**src/common/ulbc_pkg.sv**
```systemverilog
// package of offsets, field positions, reset values and timing counts
// assumes a 32-bit classic wishbone slave at word-aligned byte offsets
// Operation
// - receive-empty flag bit 4 reflects queue state
// - busy holds until last stop bit shifted
// - busy rises when transmit queue turns non-empty
// - zero whole divisor means ratio one
// - new divisor waits for current character
// - divisors applied on line control write
// - whole divisor 16 bits, resets zero
// - fraction divisor 6 bits, resets zero
// - fixed parity sends 0 or 1
// - word length 5 to 8, reset five
// - queue enable selects queue or single holder
// - two stop bits sent, one checked
// - even select picks even or odd parity
// - parity enable adds parity bit
// - break drives output low after character
// - control resets clear except transmit and receive enables set
// - port works only while port enabled
// - disabling finishes current character first
// - enable bits at 0, 8, 9
package ulbc_pkg;
    // -------------------------------------------------------------
    // register offsets
    // -------------------------------------------------------------
    localparam logic [7:0] OFS_DATA  = 8'h00;
    localparam logic [7:0] OFS_FLAGS = 8'h18;
    localparam logic [7:0] OFS_IBRD  = 8'h24;
    localparam logic [7:0] OFS_FBRD  = 8'h28;
    localparam logic [7:0] OFS_LCRH  = 8'h2C;
    localparam logic [7:0] OFS_CTL   = 8'h30;
    // -------------------------------------------------------------
    // field positions
    // -------------------------------------------------------------
    localparam int FLG_BUSY   = 3;
    localparam int FLG_RX_QUEUE_EMPTY_FLAG   = 4;
    localparam int FLG_TXFF   = 5;
    localparam int FLG_RXFF   = 6;
    localparam int FLG_TXFE   = 7;
    localparam int LC_BRK     = 0;
    localparam int LC_PEN     = 1;
    localparam int LC_EPS     = 2;
    localparam int LC_DOUBLE_STOP_SELECT    = 3;
    localparam int LC_FEN     = 4;
    localparam int LC_WORD_LENGTH_FIELD_LO = 5;
    localparam int LC_SPS     = 7;
    localparam int CT_EN      = 0;
    localparam int CT_TXE     = 8;
    localparam int CT_RXE     = 9;
    // -------------------------------------------------------------
    // reset values and timing counts
    // -------------------------------------------------------------
    localparam logic [15:0] IBRD_RST = 16'h0000;
    localparam logic [5:0]  FBRD_RST = 6'h00;
    localparam logic [7:0]  LCRH_RST = 8'h00;
    localparam logic [9:0]  CTL_RST  = 10'h300;
    localparam logic [3:0]  OVS_LAST = 4'hF;   // 16 ticks per bit
    localparam logic [3:0]  OVS_MID  = 4'h7;   // start bit centre
    localparam logic [2:0]  WORD_LENGTH_FIELD_MIN = 3'h4;   // word_length_field 0 gives 5 bits
    typedef enum logic [2:0] {
        ULBC_IDLE, ULBC_START, ULBC_DATA, ULBC_PAR, ULBC_STOP
    } ulbc_state_t;
endpackage : ulbc_pkg

```
**src/hdl/ulbc_top.sv**
```systemverilog
// serial port line, divisor and control registers with its bit engine
// assumes a wishbone master on clock and a serial line synchronous to it
//
// Design decision made here: the Wishbone register port.
`timescale 1ns/1ps
module ulbc_top import ulbc_pkg::*; #(
    parameter int DEPTH = 16
) (
    input  wire logic        clock,
    input  wire logic        rstn,
    input  wire logic        wb_cyc_i,
    input  wire logic        wb_stb_i,
    input  wire logic        wb_we_i,
    input  wire logic [7:0]  wb_adr_i,
    input  wire logic [3:0]  wb_sel_i,
    input  wire logic [31:0] wb_dat_i,
    output logic      [31:0] wb_dat_o,
    output logic             wb_ack_o,
    input  wire logic        serial_in_pin,
    output logic             serial_out_pin
);
    localparam int PW = $clog2(DEPTH);

    // -------------------------------------------------------------
    // functions
    // -------------------------------------------------------------
    // parity of the active data bits, odd result when ones are odd
    function automatic logic par_of(input logic [7:0] d,
                                    input logic [1:0] wl);
        logic [7:0] m;
        m = 8'hFF >> (3'h3 - {1'b0, wl});
        return ^(d & m);
    endfunction : par_of

    function automatic logic [PW-1:0] ptr_inc(input logic [PW-1:0] p);
        return (p == PW'(DEPTH - 1)) ? '0 : p + 1'b1;
    endfunction : ptr_inc

    // -------------------------------------------------------------
    // registers
    // -------------------------------------------------------------
    logic [15:0] divisor_whole_part_q;
    logic [5:0]  divisor_fraction_part_q;
    logic [7:0]  lcrh_q;
    logic [9:0]  ctl_q;
    logic [15:0] act_int_q;
    logic [5:0]  act_frac_q;
    logic        div_pend_q;

    logic acc_cyc, bus_wr, bus_rd, sel0;
    assign acc_cyc = wb_cyc_i & wb_stb_i & ~wb_ack_o;
    assign bus_wr  = acc_cyc & wb_we_i;
    assign bus_rd  = acc_cyc & ~wb_we_i;
    assign sel0    = wb_sel_i[0];

    logic hit_data, hit_flags, hit_ibrd, hit_fbrd, hit_lcrh, hit_ctl;
    assign hit_data  = (wb_adr_i == OFS_DATA);
    assign hit_flags = (wb_adr_i == OFS_FLAGS);
    assign hit_ibrd  = (wb_adr_i == OFS_IBRD);
    assign hit_fbrd  = (wb_adr_i == OFS_FBRD);
    assign hit_lcrh  = (wb_adr_i == OFS_LCRH);
    assign hit_ctl   = (wb_adr_i == OFS_CTL);

    // decoded control fields
    logic send_break, parity_enable, even_parity_select, double_stop_select, queue_enable, fixed_parity_select, p_en, tx_en, rx_en;
    logic [1:0] word_length_field;
    assign send_break  = lcrh_q[LC_BRK];
    assign parity_enable  = lcrh_q[LC_PEN];
    assign even_parity_select  = lcrh_q[LC_EPS];
    assign double_stop_select = lcrh_q[LC_DOUBLE_STOP_SELECT];
    assign queue_enable  = lcrh_q[LC_FEN];
    assign fixed_parity_select  = lcrh_q[LC_SPS];
    assign word_length_field = lcrh_q[LC_WORD_LENGTH_FIELD_LO +: 2];
    assign p_en  = ctl_q[CT_EN];
    assign tx_en = ctl_q[CT_TXE];
    assign rx_en = ctl_q[CT_RXE];

    // -------------------------------------------------------------
    // queues, one entry deep when queueing is off
    // -------------------------------------------------------------
    logic [7:0]  tq_q [DEPTH];
    logic [7:0]  rq_q [DEPTH];
    logic [PW-1:0] tw_q, tr_q, rw_q, rr_q;
    logic [PW:0] tcnt_q, rcnt_q;
    logic [PW:0] cap;
    logic tx_full, tx_empty, rx_full, rx_empty;
    logic tx_push, tx_pop, rx_push, rx_pop, rx_done;
    logic [7:0] rx_word;
    assign cap      = queue_enable ? (PW+1)'(DEPTH) : (PW+1)'(1);
    assign tx_full  = (tcnt_q >= cap);
    assign rx_full  = (rcnt_q >= cap);
    assign tx_empty = (tcnt_q == '0);
    assign rx_empty = (rcnt_q == '0);
    // writes into a full queue are dropped, a full receive queue drops
    assign tx_push  = bus_wr & hit_data & sel0 & ~tx_full;
    assign rx_pop   = bus_rd & hit_data & ~rx_empty;
    assign rx_push  = rx_done & ~rx_full;

    // storage and pointers
    always_ff @(posedge clock) begin
        if (tx_push) tq_q[tw_q] <= wb_dat_i[7:0];
        if (rx_push) rq_q[rw_q] <= rx_word;
    end

    always_ff @(posedge clock) begin
        if (!rstn) begin
            tw_q <= '0;
            tr_q <= '0;
            rw_q <= '0;
            rr_q <= '0;
            tcnt_q <= '0;
            rcnt_q <= '0;
        end else begin
            if (tx_push) tw_q <= ptr_inc(tw_q);
            if (tx_pop)  tr_q <= ptr_inc(tr_q);
            if (rx_push) rw_q <= ptr_inc(rw_q);
            if (rx_pop)  rr_q <= ptr_inc(rr_q);
            tcnt_q <= tcnt_q + (PW+1)'(tx_push) - (PW+1)'(tx_pop);
            rcnt_q <= rcnt_q + (PW+1)'(rx_push) - (PW+1)'(rx_pop);
        end
    end

    // -------------------------------------------------------------
    // bit-rate tick: whole plus fraction/64 clocks per tick, one clock per tick when whole is zero
    // -------------------------------------------------------------
    logic [16:0] bcnt_q, blim;
    logic [5:0]  bacc_q;
    logic        bext_q, tick_q;
    logic [6:0]  bsum;
    assign blim = (act_int_q == '0) ? 17'h00001
                : {1'b0, act_int_q} + 17'(bext_q);
    assign bsum = {1'b0, bacc_q} + {1'b0, act_frac_q};

    always_ff @(posedge clock) begin
        if (!rstn) begin
            bcnt_q <= 17'h00001;
            bacc_q <= '0;
            bext_q <= 1'b0;
            tick_q <= 1'b0;
        end else if (bcnt_q >= blim) begin
            bcnt_q <= 17'h00001;
            tick_q <= 1'b1;
            bacc_q <= bsum[5:0];
            bext_q <= bsum[6] & (act_int_q != '0);
        end else begin
            bcnt_q <= bcnt_q + 17'h00001;
            tick_q <= 1'b0;
        end
    end

    // -------------------------------------------------------------
    // transmitter
    // -------------------------------------------------------------
    ulbc_state_t ts_q;
    logic [3:0]  tsub_q;
    logic [2:0]  tbit_q;
    logic [7:0]  tsh_q;
    logic        tstop_q, tout_q;
    logic        t_go, t_bit_end, t_last, tpar;
    assign t_go      = p_en & tx_en & ~tx_empty;
    assign tx_pop    = (ts_q == ULBC_IDLE) & t_go;
    assign t_bit_end = tick_q & (tsub_q == OVS_LAST);
    assign t_last    = (tbit_q == 3'(word_length_field) + WORD_LENGTH_FIELD_MIN);
    // sticky parity is 0 with even select, else 1
    assign tpar = fixed_parity_select ? ~even_parity_select
                : (par_of(tsh_q, word_length_field) ^ ~even_parity_select);

    always_ff @(posedge clock) begin
        if (!rstn) begin
            ts_q    <= ULBC_IDLE;
            tsub_q  <= '0;
            tbit_q  <= '0;
            tsh_q   <= '0;
            tstop_q <= 1'b0;
            tout_q  <= 1'b1;
        end else begin
            if (tick_q) tsub_q <= tsub_q + 4'h1;
            case (ts_q)
                ULBC_IDLE: begin
                    tout_q <= ~send_break;
                    if (tx_pop) begin
                        ts_q   <= ULBC_START;
                        tsh_q  <= tq_q[tr_q];
                        tsub_q <= '0;
                        tout_q <= 1'b0;
                    end
                end
                ULBC_START: if (t_bit_end) begin
                    ts_q   <= ULBC_DATA;
                    tbit_q <= '0;
                    tout_q <= tsh_q[0];
                end
                ULBC_DATA: if (t_bit_end) begin
                    if (t_last) begin
                        ts_q    <= parity_enable ? ULBC_PAR : ULBC_STOP;
                        tout_q  <= parity_enable ? tpar : 1'b1;
                        tstop_q <= double_stop_select;
                    end else begin
                        tbit_q <= tbit_q + 3'h1;
                        tout_q <= tsh_q[tbit_q + 3'h1];
                    end
                end
                ULBC_PAR: if (t_bit_end) begin
                    ts_q   <= ULBC_STOP;
                    tout_q <= 1'b1;
                end
                ULBC_STOP: if (t_bit_end) begin
                    // second stop bit only when double stop chosen
                    if (tstop_q) tstop_q <= 1'b0;
                    else ts_q <= ULBC_IDLE;
                end
                default: ts_q <= ULBC_IDLE;
            endcase
        end
    end
    assign serial_out_pin = tout_q;

    // busy while anything queued or a character still shifting
    logic busy;
    assign busy = ~tx_empty | (ts_q != ULBC_IDLE);

    // -------------------------------------------------------------
    // receiver, one stop bit checked whatever the stop setting
    // -------------------------------------------------------------
    ulbc_state_t rs_q;
    logic [3:0]  rsub_q;
    logic [2:0]  rbit_q;
    logic [7:0]  rsh_q;
    logic        rpar_ok_q, rdone_q;
    logic        r_bit_end, r_last, rpar_exp;
    assign r_bit_end = tick_q & (rsub_q == OVS_LAST);
    assign r_last    = (rbit_q == 3'(word_length_field) + WORD_LENGTH_FIELD_MIN);
    assign rpar_exp  = fixed_parity_select ? ~even_parity_select
                     : (par_of(rsh_q, word_length_field) ^ ~even_parity_select);
    assign rx_done   = rdone_q;
    assign rx_word   = rsh_q;

    always_ff @(posedge clock) begin
        if (!rstn) begin
            rs_q      <= ULBC_IDLE;
            rsub_q    <= '0;
            rbit_q    <= '0;
            rsh_q     <= '0;
            rpar_ok_q <= 1'b1;
            rdone_q   <= 1'b0;
        end else begin
            rdone_q <= 1'b0;
            if (tick_q) rsub_q <= rsub_q + 4'h1;
            case (rs_q)
                ULBC_IDLE: begin
                    if (tick_q & p_en & rx_en & ~serial_in_pin) begin
                        rs_q   <= ULBC_START;
                        rsub_q <= '0;
                    end
                end
                ULBC_START: if (tick_q & (rsub_q == OVS_MID)) begin
                    // a glitch shorter than half a bit is ignored
                    rs_q   <= serial_in_pin ? ULBC_IDLE : ULBC_DATA;
                    rsub_q <= '0;
                    rbit_q <= '0;
                    rsh_q  <= '0;
                end
                ULBC_DATA: if (r_bit_end) begin
                    rsh_q[rbit_q] <= serial_in_pin;
                    if (r_last) begin
                        rs_q <= parity_enable ? ULBC_PAR : ULBC_STOP;
                        rpar_ok_q <= 1'b1;
                    end else begin
                        rbit_q <= rbit_q + 3'h1;
                    end
                end
                ULBC_PAR: if (r_bit_end) begin
                    rpar_ok_q <= (serial_in_pin == rpar_exp);
                    rs_q      <= ULBC_STOP;
                end
                ULBC_STOP: if (r_bit_end) begin
                    // framing and parity faults drop the character
                    rdone_q <= serial_in_pin & rpar_ok_q;
                    rs_q    <= ULBC_IDLE;
                end
                default: rs_q <= ULBC_IDLE;
            endcase
        end
    end

    // -------------------------------------------------------------
    // configuration registers and divisor hand-over
    // -------------------------------------------------------------
    logic both_idle;
    assign both_idle = (ts_q == ULBC_IDLE) & (rs_q == ULBC_IDLE);

    always_ff @(posedge clock) begin
        if (!rstn) begin
            divisor_whole_part_q    <= IBRD_RST;
            divisor_fraction_part_q <= FBRD_RST;
            lcrh_q     <= LCRH_RST;
            ctl_q      <= CTL_RST;
            act_int_q  <= IBRD_RST;
            act_frac_q <= FBRD_RST;
            div_pend_q <= 1'b0;
        end else begin
            if (bus_wr & hit_ibrd) begin
                if (sel0) divisor_whole_part_q[7:0] <= wb_dat_i[7:0];
                if (wb_sel_i[1])
                    divisor_whole_part_q[15:8] <= wb_dat_i[15:8];
            end
            if (bus_wr & hit_fbrd & sel0)
                divisor_fraction_part_q <= wb_dat_i[5:0];
            if (bus_wr & hit_lcrh & sel0) begin
                lcrh_q     <= wb_dat_i[7:0];
                div_pend_q <= 1'b1;
            end else if (div_pend_q & both_idle) begin
                // frames in flight keep their timing
                act_int_q  <= divisor_whole_part_q;
                act_frac_q <= divisor_fraction_part_q;
                div_pend_q <= 1'b0;
            end
            if (bus_wr & hit_ctl) begin
                if (sel0) ctl_q[CT_EN] <= wb_dat_i[CT_EN];
                if (wb_sel_i[1])
                    ctl_q[CT_RXE:CT_TXE] <= wb_dat_i[CT_RXE:CT_TXE];
            end
        end
    end

    // -------------------------------------------------------------
    // read mux and acknowledge
    // -------------------------------------------------------------
    logic [31:0] flags_w, rd_w;
    always_comb begin
        flags_w = '0;
        flags_w[FLG_BUSY] = busy;
        flags_w[FLG_RX_QUEUE_EMPTY_FLAG] = rx_empty;
        flags_w[FLG_TXFF] = tx_full;
        flags_w[FLG_RXFF] = rx_full;
        flags_w[FLG_TXFE] = tx_empty;
    end
    assign rd_w = hit_data  ? {24'h000000, rq_q[rr_q]}
                : hit_flags ? flags_w
                : hit_ibrd  ? {16'h0000, divisor_whole_part_q}
                : hit_fbrd  ? {26'h0000000, divisor_fraction_part_q}
                : hit_lcrh  ? {24'h000000, lcrh_q}
                : hit_ctl   ? {22'h000000, ctl_q}
                : 32'h00000000;

    // one wait state; unmapped addresses ack with zero data
    always_ff @(posedge clock) begin
        if (!rstn) begin
            wb_ack_o <= 1'b0;
            wb_dat_o <= '0;
        end else begin
            wb_ack_o <= acc_cyc;
            wb_dat_o <= bus_rd ? rd_w : 32'h00000000;
        end
    end
endmodule : ulbc_top

```
**config.mk**
```make
export PLATFORM = sky130hd
export DESIGN_NAME = ulbc_top
export DESIGN_NICKNAME = d
export VERILOG_FILES = /design/src/common/ulbc_pkg.sv /design/src/hdl/ulbc_top.sv
export SDC_FILE = /design/constraint.sdc
export NUM_CORES = 1
export LEC_CHECK = 0
export BUFFER_PORTS_ARGS = -buffer_cell sky130_fd_sc_hd__buf_2
export CORE_AREA = 3 3 208 210
export CTS_BUF_LIST = sky130_fd_sc_hd__clkbuf_4 sky130_fd_sc_hd__clkbuf_8
export DETAILED_ROUTE_END_ITERATION = 12
export DIE_AREA = 0 0 211 213
export PLACE_DENSITY = 0.72
export SYNTH_ARGS = -nofsm -noshare
export SYNTH_HDL_FRONTEND = slang
export SYNTH_SLANG_ARGS = --single-unit
```
**constraint.sdc**
```tcl
create_clock -name clock -period 3.9 [get_ports clock]
set_clock_uncertainty 0.1 [all_clocks]
set_input_delay 0.78 -clock clock [delete_from_list [all_inputs] [get_ports clock]]
set_output_delay 0.78 -clock clock [all_outputs]
set_load 0.005 [all_outputs]
```
Word-level counts from Yosys, hierarchy flattened

Memory sizes are Yosys's and may differ from the RTL's. A register that Yosys moved wholly into a read port is not among the register bits.
Cells that the tools add are included.

Latch bits: 0
Logic and storage cells: 259
Input port bits: 50
Memories kept: 2
Memory bits (read-only): 0
Output and inout port bits: 34
Register bits: 172
RAM bits: 256

Memories:

| memory | words | width | rd ports | clocked after Yosys merged registers in | write ports | RTL line       | RTL |
|---|---|---|---|---|---|---|---|
| rq_q   | 16    | 8     | 1        | 1                                       | 1           | ulbc_top.sv:82 | `logic [7:0] rq_q [DEPTH];` |
| tq_q   | 16    | 8     | 1        | 1                                       | 1           | ulbc_top.sv:81 | `logic [7:0] tq_q [DEPTH];` |

Equal/unequal tests: 38
Reductions and logical operators: 37
Bitwise gates (word level): 46
Shifts and indexed selects: 1
Divide/modulo/power cells: 0
Muxes and demuxes: 78
Multipliers: 0
Magnitude comparators: 6
Add/sub/neg operators: 17

Operators with widths:

| cell                                                                  | number |
|---|---|
| 3-bit two-way mux                                                     | 20 |
| 4-bit two-way mux                                                     | 12 |
| 8-bit by 6-bit equality test with 1-bit output, second input constant | 4 |
| 8-bit two-way mux                                                     | 4 |
| 10-bit two-way mux                                                    | 3 |
| 2-bit != test, second input constant                                  | 15 |
| 3-bit one-hot mux with 5 select lines                                 | 2 |
| 1-bit AND                                                             | 29 |
| 4-bit by 1-bit adder with 4-bit output, second input constant         | 6 |
| 4-bit equality test, second input constant                            | 6 |
| 1-bit two-way mux                                                     | 23 |
| 4-bit AND reduction                                                   | 5 |
| 16-bit by 1-bit adder with 17-bit output                              | 1 |
| 17-bit by 1-bit adder with 17-bit output, second input constant       | 1 |
| 17-bit greater-or-equal comparator                                    | 1 |
| 17-bit two-way mux                                                    | 1 |
| 8-bit AND                                                             | 2 |
| 16-bit logical NOT                                                    | 1 |
| 16-bit two-way mux                                                    | 1 |
| 8-bit one-hot mux with 2 select lines                                 | 1 |
| 16-bit nonzero test                                                   | 1 |
| 8-bit parity                                                          | 2 |
| 2-bit AND reduction                                                   | 7 |
| 3-bit by 2-bit equality test with 1-bit output, second input constant | 4 |
| 42 further kinds                                                      | 71 |

Depth between registers and ports, before layout

Depth in word-level cells: 10
Gate-level depth with buffers: 16
Depth with buffers taken out: 16

Worst setup path after synthesis

OpenSTA, ideal clock, no wires.

Path type: input port to flip-flop
Start: input wb_adr_i[1]
End: register tcnt_q[4]
Arrival time: 3577 ps
Path buffers: 0
Required time: 3668 ps
Library setup time: 132 ps
Cell stages on the path: 14
Setup slack: 91 ps
Cell sequence: or4_4 -> nor4b_4 -> nor4b_4 -> inv_1 -> ha_1 -> inv_1 -> ha_1 -> inv_1 -> fa_1 -> nor2_1 -> nor2_1 -> nor2_1 -> or3_1 -> a21oi_1

Cells in the longest elaborated chain, start to end: 6

Ends and longest elaborated chain:

| what                                        | RTL line        | RTL |
|---|---|---|
| from (decl)                                 | ulbc_top.sv:14  | `input wire logic [7:0] wb_adr_i,` |
| 8-bit logical NOT                           | ulbc_top.sv:57  | `assign hit_data = (wb_adr_i == OFS_DATA);` |
| 1-bit AND (3 in a row)                      | ulbc_top.sv:95  | `assign tx_push = bus_wr & hit_data & sel0 & ~tx_full;` |
| 5-bit by 1-bit adder with 5-bit output      | ulbc_top.sv:118 | `tcnt_q <= tcnt_q + (PW+1)'(tx_push) - (PW+1)'(tx_pop);` |
| 5-bit by 1-bit subtractor with 5-bit output | ulbc_top.sv:118 |  |
| to (signal assigned)                        | ulbc_top.sv:118 |  |
| to (decl)                                   | ulbc_top.sv:84  | `logic [PW:0] tcnt_q, rcnt_q;` |

No other way between the ends.
A chain may end at the register's enable or synchronous reset.

Worst setup path after layout

Start: register act_int_q[0]
End: register bacc_q[4]

Cells in the longest elaborated chain, start to end: 3
Elaborated cells between the ends (all ways): 4
Classes of those cells: 1 x add/sub; 1 x order compare; 1 x mux; 1 x reduce/logical

Ends and longest elaborated chain:

| what                                                                           | RTL line                         | RTL |
|---|---|---|
| from (decl)                                                                    | ulbc_top.sv:46                   | `logic [15:0] act_int_q;` |
| from (signal assigned)                                                         | ulbc_top.sv:314                  | `act_int_q <= divisor_whole_part_q;` |
| 16-bit by 1-bit adder with 17-bit output or 16-bit logical NOT (tied branches) | ulbc_top.sv:131, ulbc_top.sv:130 |  |
| 17-bit two-way mux (*)                                                         | ulbc_top.sv:130                  | `assign blim = (act_int_q == '0) ? 17'h00001` |
| 17-bit greater-or-equal comparator (*)                                         | ulbc_top.sv:140                  | `end else if (bcnt_q >= blim) begin` |
| to (signal assigned)                                                           | ulbc_top.sv:143                  | `bacc_q <= bsum[5:0];` |
| to (decl)                                                                      | ulbc_top.sv:127                  | `logic [5:0] bacc_q;` |

Every way passes the cells marked *; elsewhere a longest branch is shown, timed or not.

==> impl_metrics.csv <==
group,metric,value,unit
place,hpwl,27.5,mm
hold_path,hold_end,"divisor_whole_part_q[14]",
synth,async_flop_share,0,%
clocking,numCtsBuffers,69,
detailed_routing,drt-initial-drc-count,1089,
synth,yosys.area_share.simple,11.1,%
clocking,tritoncts,"done",
place,dp_cells,2012,
sta,tightest_slew,0.950,ns
sta,fin_crit_sh,92.6,%
critical_path,start_kind,"register",
floorplan,coreArea,41800,sq um
detailed_routing,via_per_inst,5.52,
sta,setup_violations,0,
power,p_comb_share,1.3,%
critical_path,reg2reg_from,"act_int_q[0]",
synth,synth_mux_area_share,12.6,%
global_route,grtUsageTotal,18.0,%
synth,synth_xor_area_share,3.20,%
hold_path,min_from,"wb_dat_i[14]",
critical_path,slowest_delay,0.52,ns
critical_path,worstSetupPathType,"register to register",
detailed_routing,wirelength,40.0,mm
detailed_routing,vias,11800,
global_route,grt_pass1_wl,63.6,mm
critical_path,worst-path-buf-inv,0,
hold_path,hp-class,"input port to register",
layout,fillers,3501,
global_route,antenna_found_initial,0,
clocking,cts.clk_slew.worst_paths,0.06,ns
synth,avgSynthCellArea,12.9,sq um
critical_path,path_max_fanout,5,
power,leakage,7.10,nW
power,p_int,6.82,mW
synth,synth-compound-area-share,6.42,%
critical_path,crit_required,4.32,ns
hold_path,whs_path_depth,3,
synth,synth_top_cells_by_area,"edfxtp_1 (41%), dfxtp_1 (18%), mux4_2 (9.7%)",
synth,ys_seq_area_share,59.4,%
layout,layout.nets,1658,
global_route,gr-total-overflow,0,
sta,slew_viol_final,0,
global_route,grt_max_degree,66,
synth,syn-cell-area,18600,sq um
power,seqPwrFrac,54.6,%
floorplan,num_io_pins,84,
clocking,clk_path_buf_depth,3,
floorplan,die_w,211,um
synth,synth_top_cell_area_share,41.3,%
power,irDropWorstVdd,0.000198,V
synth,synth_top_family_by_area,"multiplexers",
critical_path,rr_worst_depth,14,
layout,area_growth,13.0,%
clocking,clock-root-buffer,"clkbuf_8",
run_status,status,"completed",
sta,layout_min_cycle_time,3.61,ns
synth,synth_cell_types,75,
detailed_routing,drc,0,
critical_path,worstPathArrival,4.03,ns
flow_run,drv_cap,0,
synth,synthFlopType,"edfxtp_1",
clocking,htree_levels,3,
synth,synth_adder_area_share,4.36,%
critical_path,end_kind,"register",
layout,instances_no_fill,2139,
floorplan,start_util,44.5,%
power,p_sw,1.85,mW
synth,synth_edf_count,256,
synth,synthCells,1438,
critical_path,cpMaxStageDelayCell,"or4_1",
sta,grt_setup_unrepaired,"false",
synth,ys_ff_latch,424,
synth,yosysTopAreaCell,"edfxtp_1",
power,pwr-share-clk,44.1,%
floorplan,fp.dieArea,44900,sq um
floorplan,core.rowCount,75,
sta,hold_viol,0,
sta,slew_headroom,35.8,%
critical_path,cp_top_family,"simple AND/OR/NAND/NOR gates",
clocking,clock_latency,0.62,ns
layout,drive_gt1_share,19.9,%
place,gp_congestion,0.861,
floorplan,die_y,213,um
power,p_per_area,413,nW/um^2
critical_path,r2r_end,"bacc_q[4]",
clocking,clock_sinks,424,
detailed_routing,firstDrtPassIters,6,
critical_path,r2r_setup_slack,0.29,ns
global_route,grt_pass1_vias,11700,
sta,max_freq,277,MHz
critical_path,worstPathCellList,"ha_1 > ha_1 > nand2_1 > or2_2 > nor2_1 > nand3_1 > xor2_1 > ha_1 > nand4_1 > or4_1 > o211ai_1 > a221o_2 > nor2_1 > o41ai_2",
place,io_buffer_count,49,
power,swShare,21.4,%
critical_path,cpMostUsedCell,"ha_1",
detailed_routing,avgRoutedWirePerCell,18.7,um
layout,final_util,50.3,%
detailed_routing,ant_nets,0,
synth,yosys_warnings,0,
[routing by layer]
layer,wire length [um],track usage (%)
met5,0,0
met4,1200,7.18
met3,2780,3.70
met2,18500,28.6
met1,17600,24.6
[cell usage in the layout, fill, tap and decap left out, types with 6 or more instances in the layout]
cell type	instances
mux2i_1	49
buf_2	49
o21a_1	6
buf_4	50
a31oi_1	6
nor2_1	158
and3_1	15
a22oi_1	7
nor4_1	8
a21oi_1	85
xnor2_1	35
mux4_2	80
clkinv_1	13
clkbuf_8	73
nand2b_1	12
and2_1	11
or3_1	6
inv_1	43
o21ai_0	36
nand3_1	34
clkinv_2	12
nor2b_1	16
nand4_1	12
nor3_1	19
conb_1	16
nand2_1	111
clkbuf_4	18
ha_1	60
xor2_1	33
a211oi_1	6
dfxtp_1	166
edfxtp_1	256
[cell usage after synthesis (all sizes together) (4+ instances only)]
| library cell | count |
|---|---|
| and2 | 11 |
| or3 | 6 |
| xor2 | 33 |
| mux2 | 5 |
| edfxtp | 256 |
| nor2 | 158 |
| nand3 | 35 |
| a22oi | 7 |
| mux2i | 49 |
| inv | 43 |
| nand2 | 111 |
| nor2b | 16 |
| nor4 | 8 |
| buf | 33 |
| dfxtp | 168 |
| o31ai | 4 |
| a31oi | 6 |
| mux4 | 80 |
| a21o | 5 |
| a211oi | 7 |
| nand4 | 12 |
| o21ai | 36 |
| or2 | 4 |
| nand2b | 12 |
| and3 | 15 |
| nor3 | 19 |
| clkbuf | 45 |
| o21a | 6 |
| xnor2 | 35 |
| ha | 60 |
| nor4b | 5 |
| a21oi | 86 |
[registers in the layout, indices dropped and copies added, names as in the netlist, 4 cells and up, named ones only]
register	flops
act_int_q	16
rsh_q	8
act_frac_q	6
divisor_fraction_part_q	6
rq_q	128
tw_q	4
tcnt_q	5
tr_q	4
bcnt_q	17
lcrh_q	8
wb_dat_o	16
tsub_q	4
tsh_q	8
bacc_q	6
rsub_q	4
rcnt_q	5
rw_q	4
tq_q	128
divisor_whole_part_q	16
rr_q	4
[kinds of logic after synthesis]
| group | count (synthesis) |
|---|---|
| AND/OR/NAND/NOR | 432 |
| adder cells (fa/ha/maj) | 63 |
| buffers and inverters | 122 |
| XOR/XNOR | 68 |
| other | 1 |
| AO/OA/AOI/OAI | 194 |
| multiplexers | 134 |
| flip-flops | 424 |
[layout make-up]
type                       instances  area, sq um  share of cell area (%)
multi-input combinational        907         7110                    33.9
antenna                            1         2.50                  0.0119
tap                              539          674                    3.21
timing repair buffer              99          621                    2.95
inverter                          44          166                   0.792
clock inverter                    34          238                    1.13
clock buffer                      91         1140                    5.43
sequential                       424        11100                    52.6
[worst max-delay path by stage]
stage	start	endpoint	slack, ns	cells after the start
final	act_int_q[0]	bacc_q[4]	0.29	14
after global routing	act_int_q[0]	bcnt_q[2]	0.02	13
after CTS	act_int_q[0]	bcnt_q[9]	0.02	13
after detailed placement	act_int_q[0]	bcnt_q[9]	-0.33	13
after global placement	act_int_q[0]	bcnt_q[2]	-0.19	13
after floorplan	wb_adr_i[1]	tcnt_q[4]	0.09	14
[tightest hold or removal path: stages]
cell and delay [ns]:
buf_2 0.07, mux2i_1 0.05, nor2_1 0.07
[stage by stage]
stage	hold WS, ns	total power [mW]	area, sq um	setup TNS (ns)	worst slack (ns)
floorplan	0.306	4.88	18600	0	0.0908
global placement	0.340	4.93	19600	-2.87	-0.194
detailed placement	0.345	4.94	19600	-4.65	-0.326
CTS	0.264	8.77	21000	0	0.0179
global route	0.297	8.98	21000	0	0.0159
finish	0.308	8.67	21000	0	0.290
[power by group through the flow]
stage | combinational, mW | clock [mW] | sequential (mW)
after global placement | 0.107 | 0 | 4.83
after floorplan | 0.0600 | 0 | 4.82
final | 0.114 | 3.82 | 4.73
after detailed placement | 0.113 | 0 | 4.83
after CTS | 0.113 | 3.92 | 4.73
after global routing | 0.125 | 4.13 | 4.73
[repair_timing]
item                                    in CTS  in global routing
hold buffers                                 0                  0
resized for setup                            2                  5
cloned                                       0                  0
setup buffers                                0                  1
endpoints found under the setup margin      15                 16
pin swaps                                    0                  1
No activity file was read; power rests on OpenSTA's default activity.
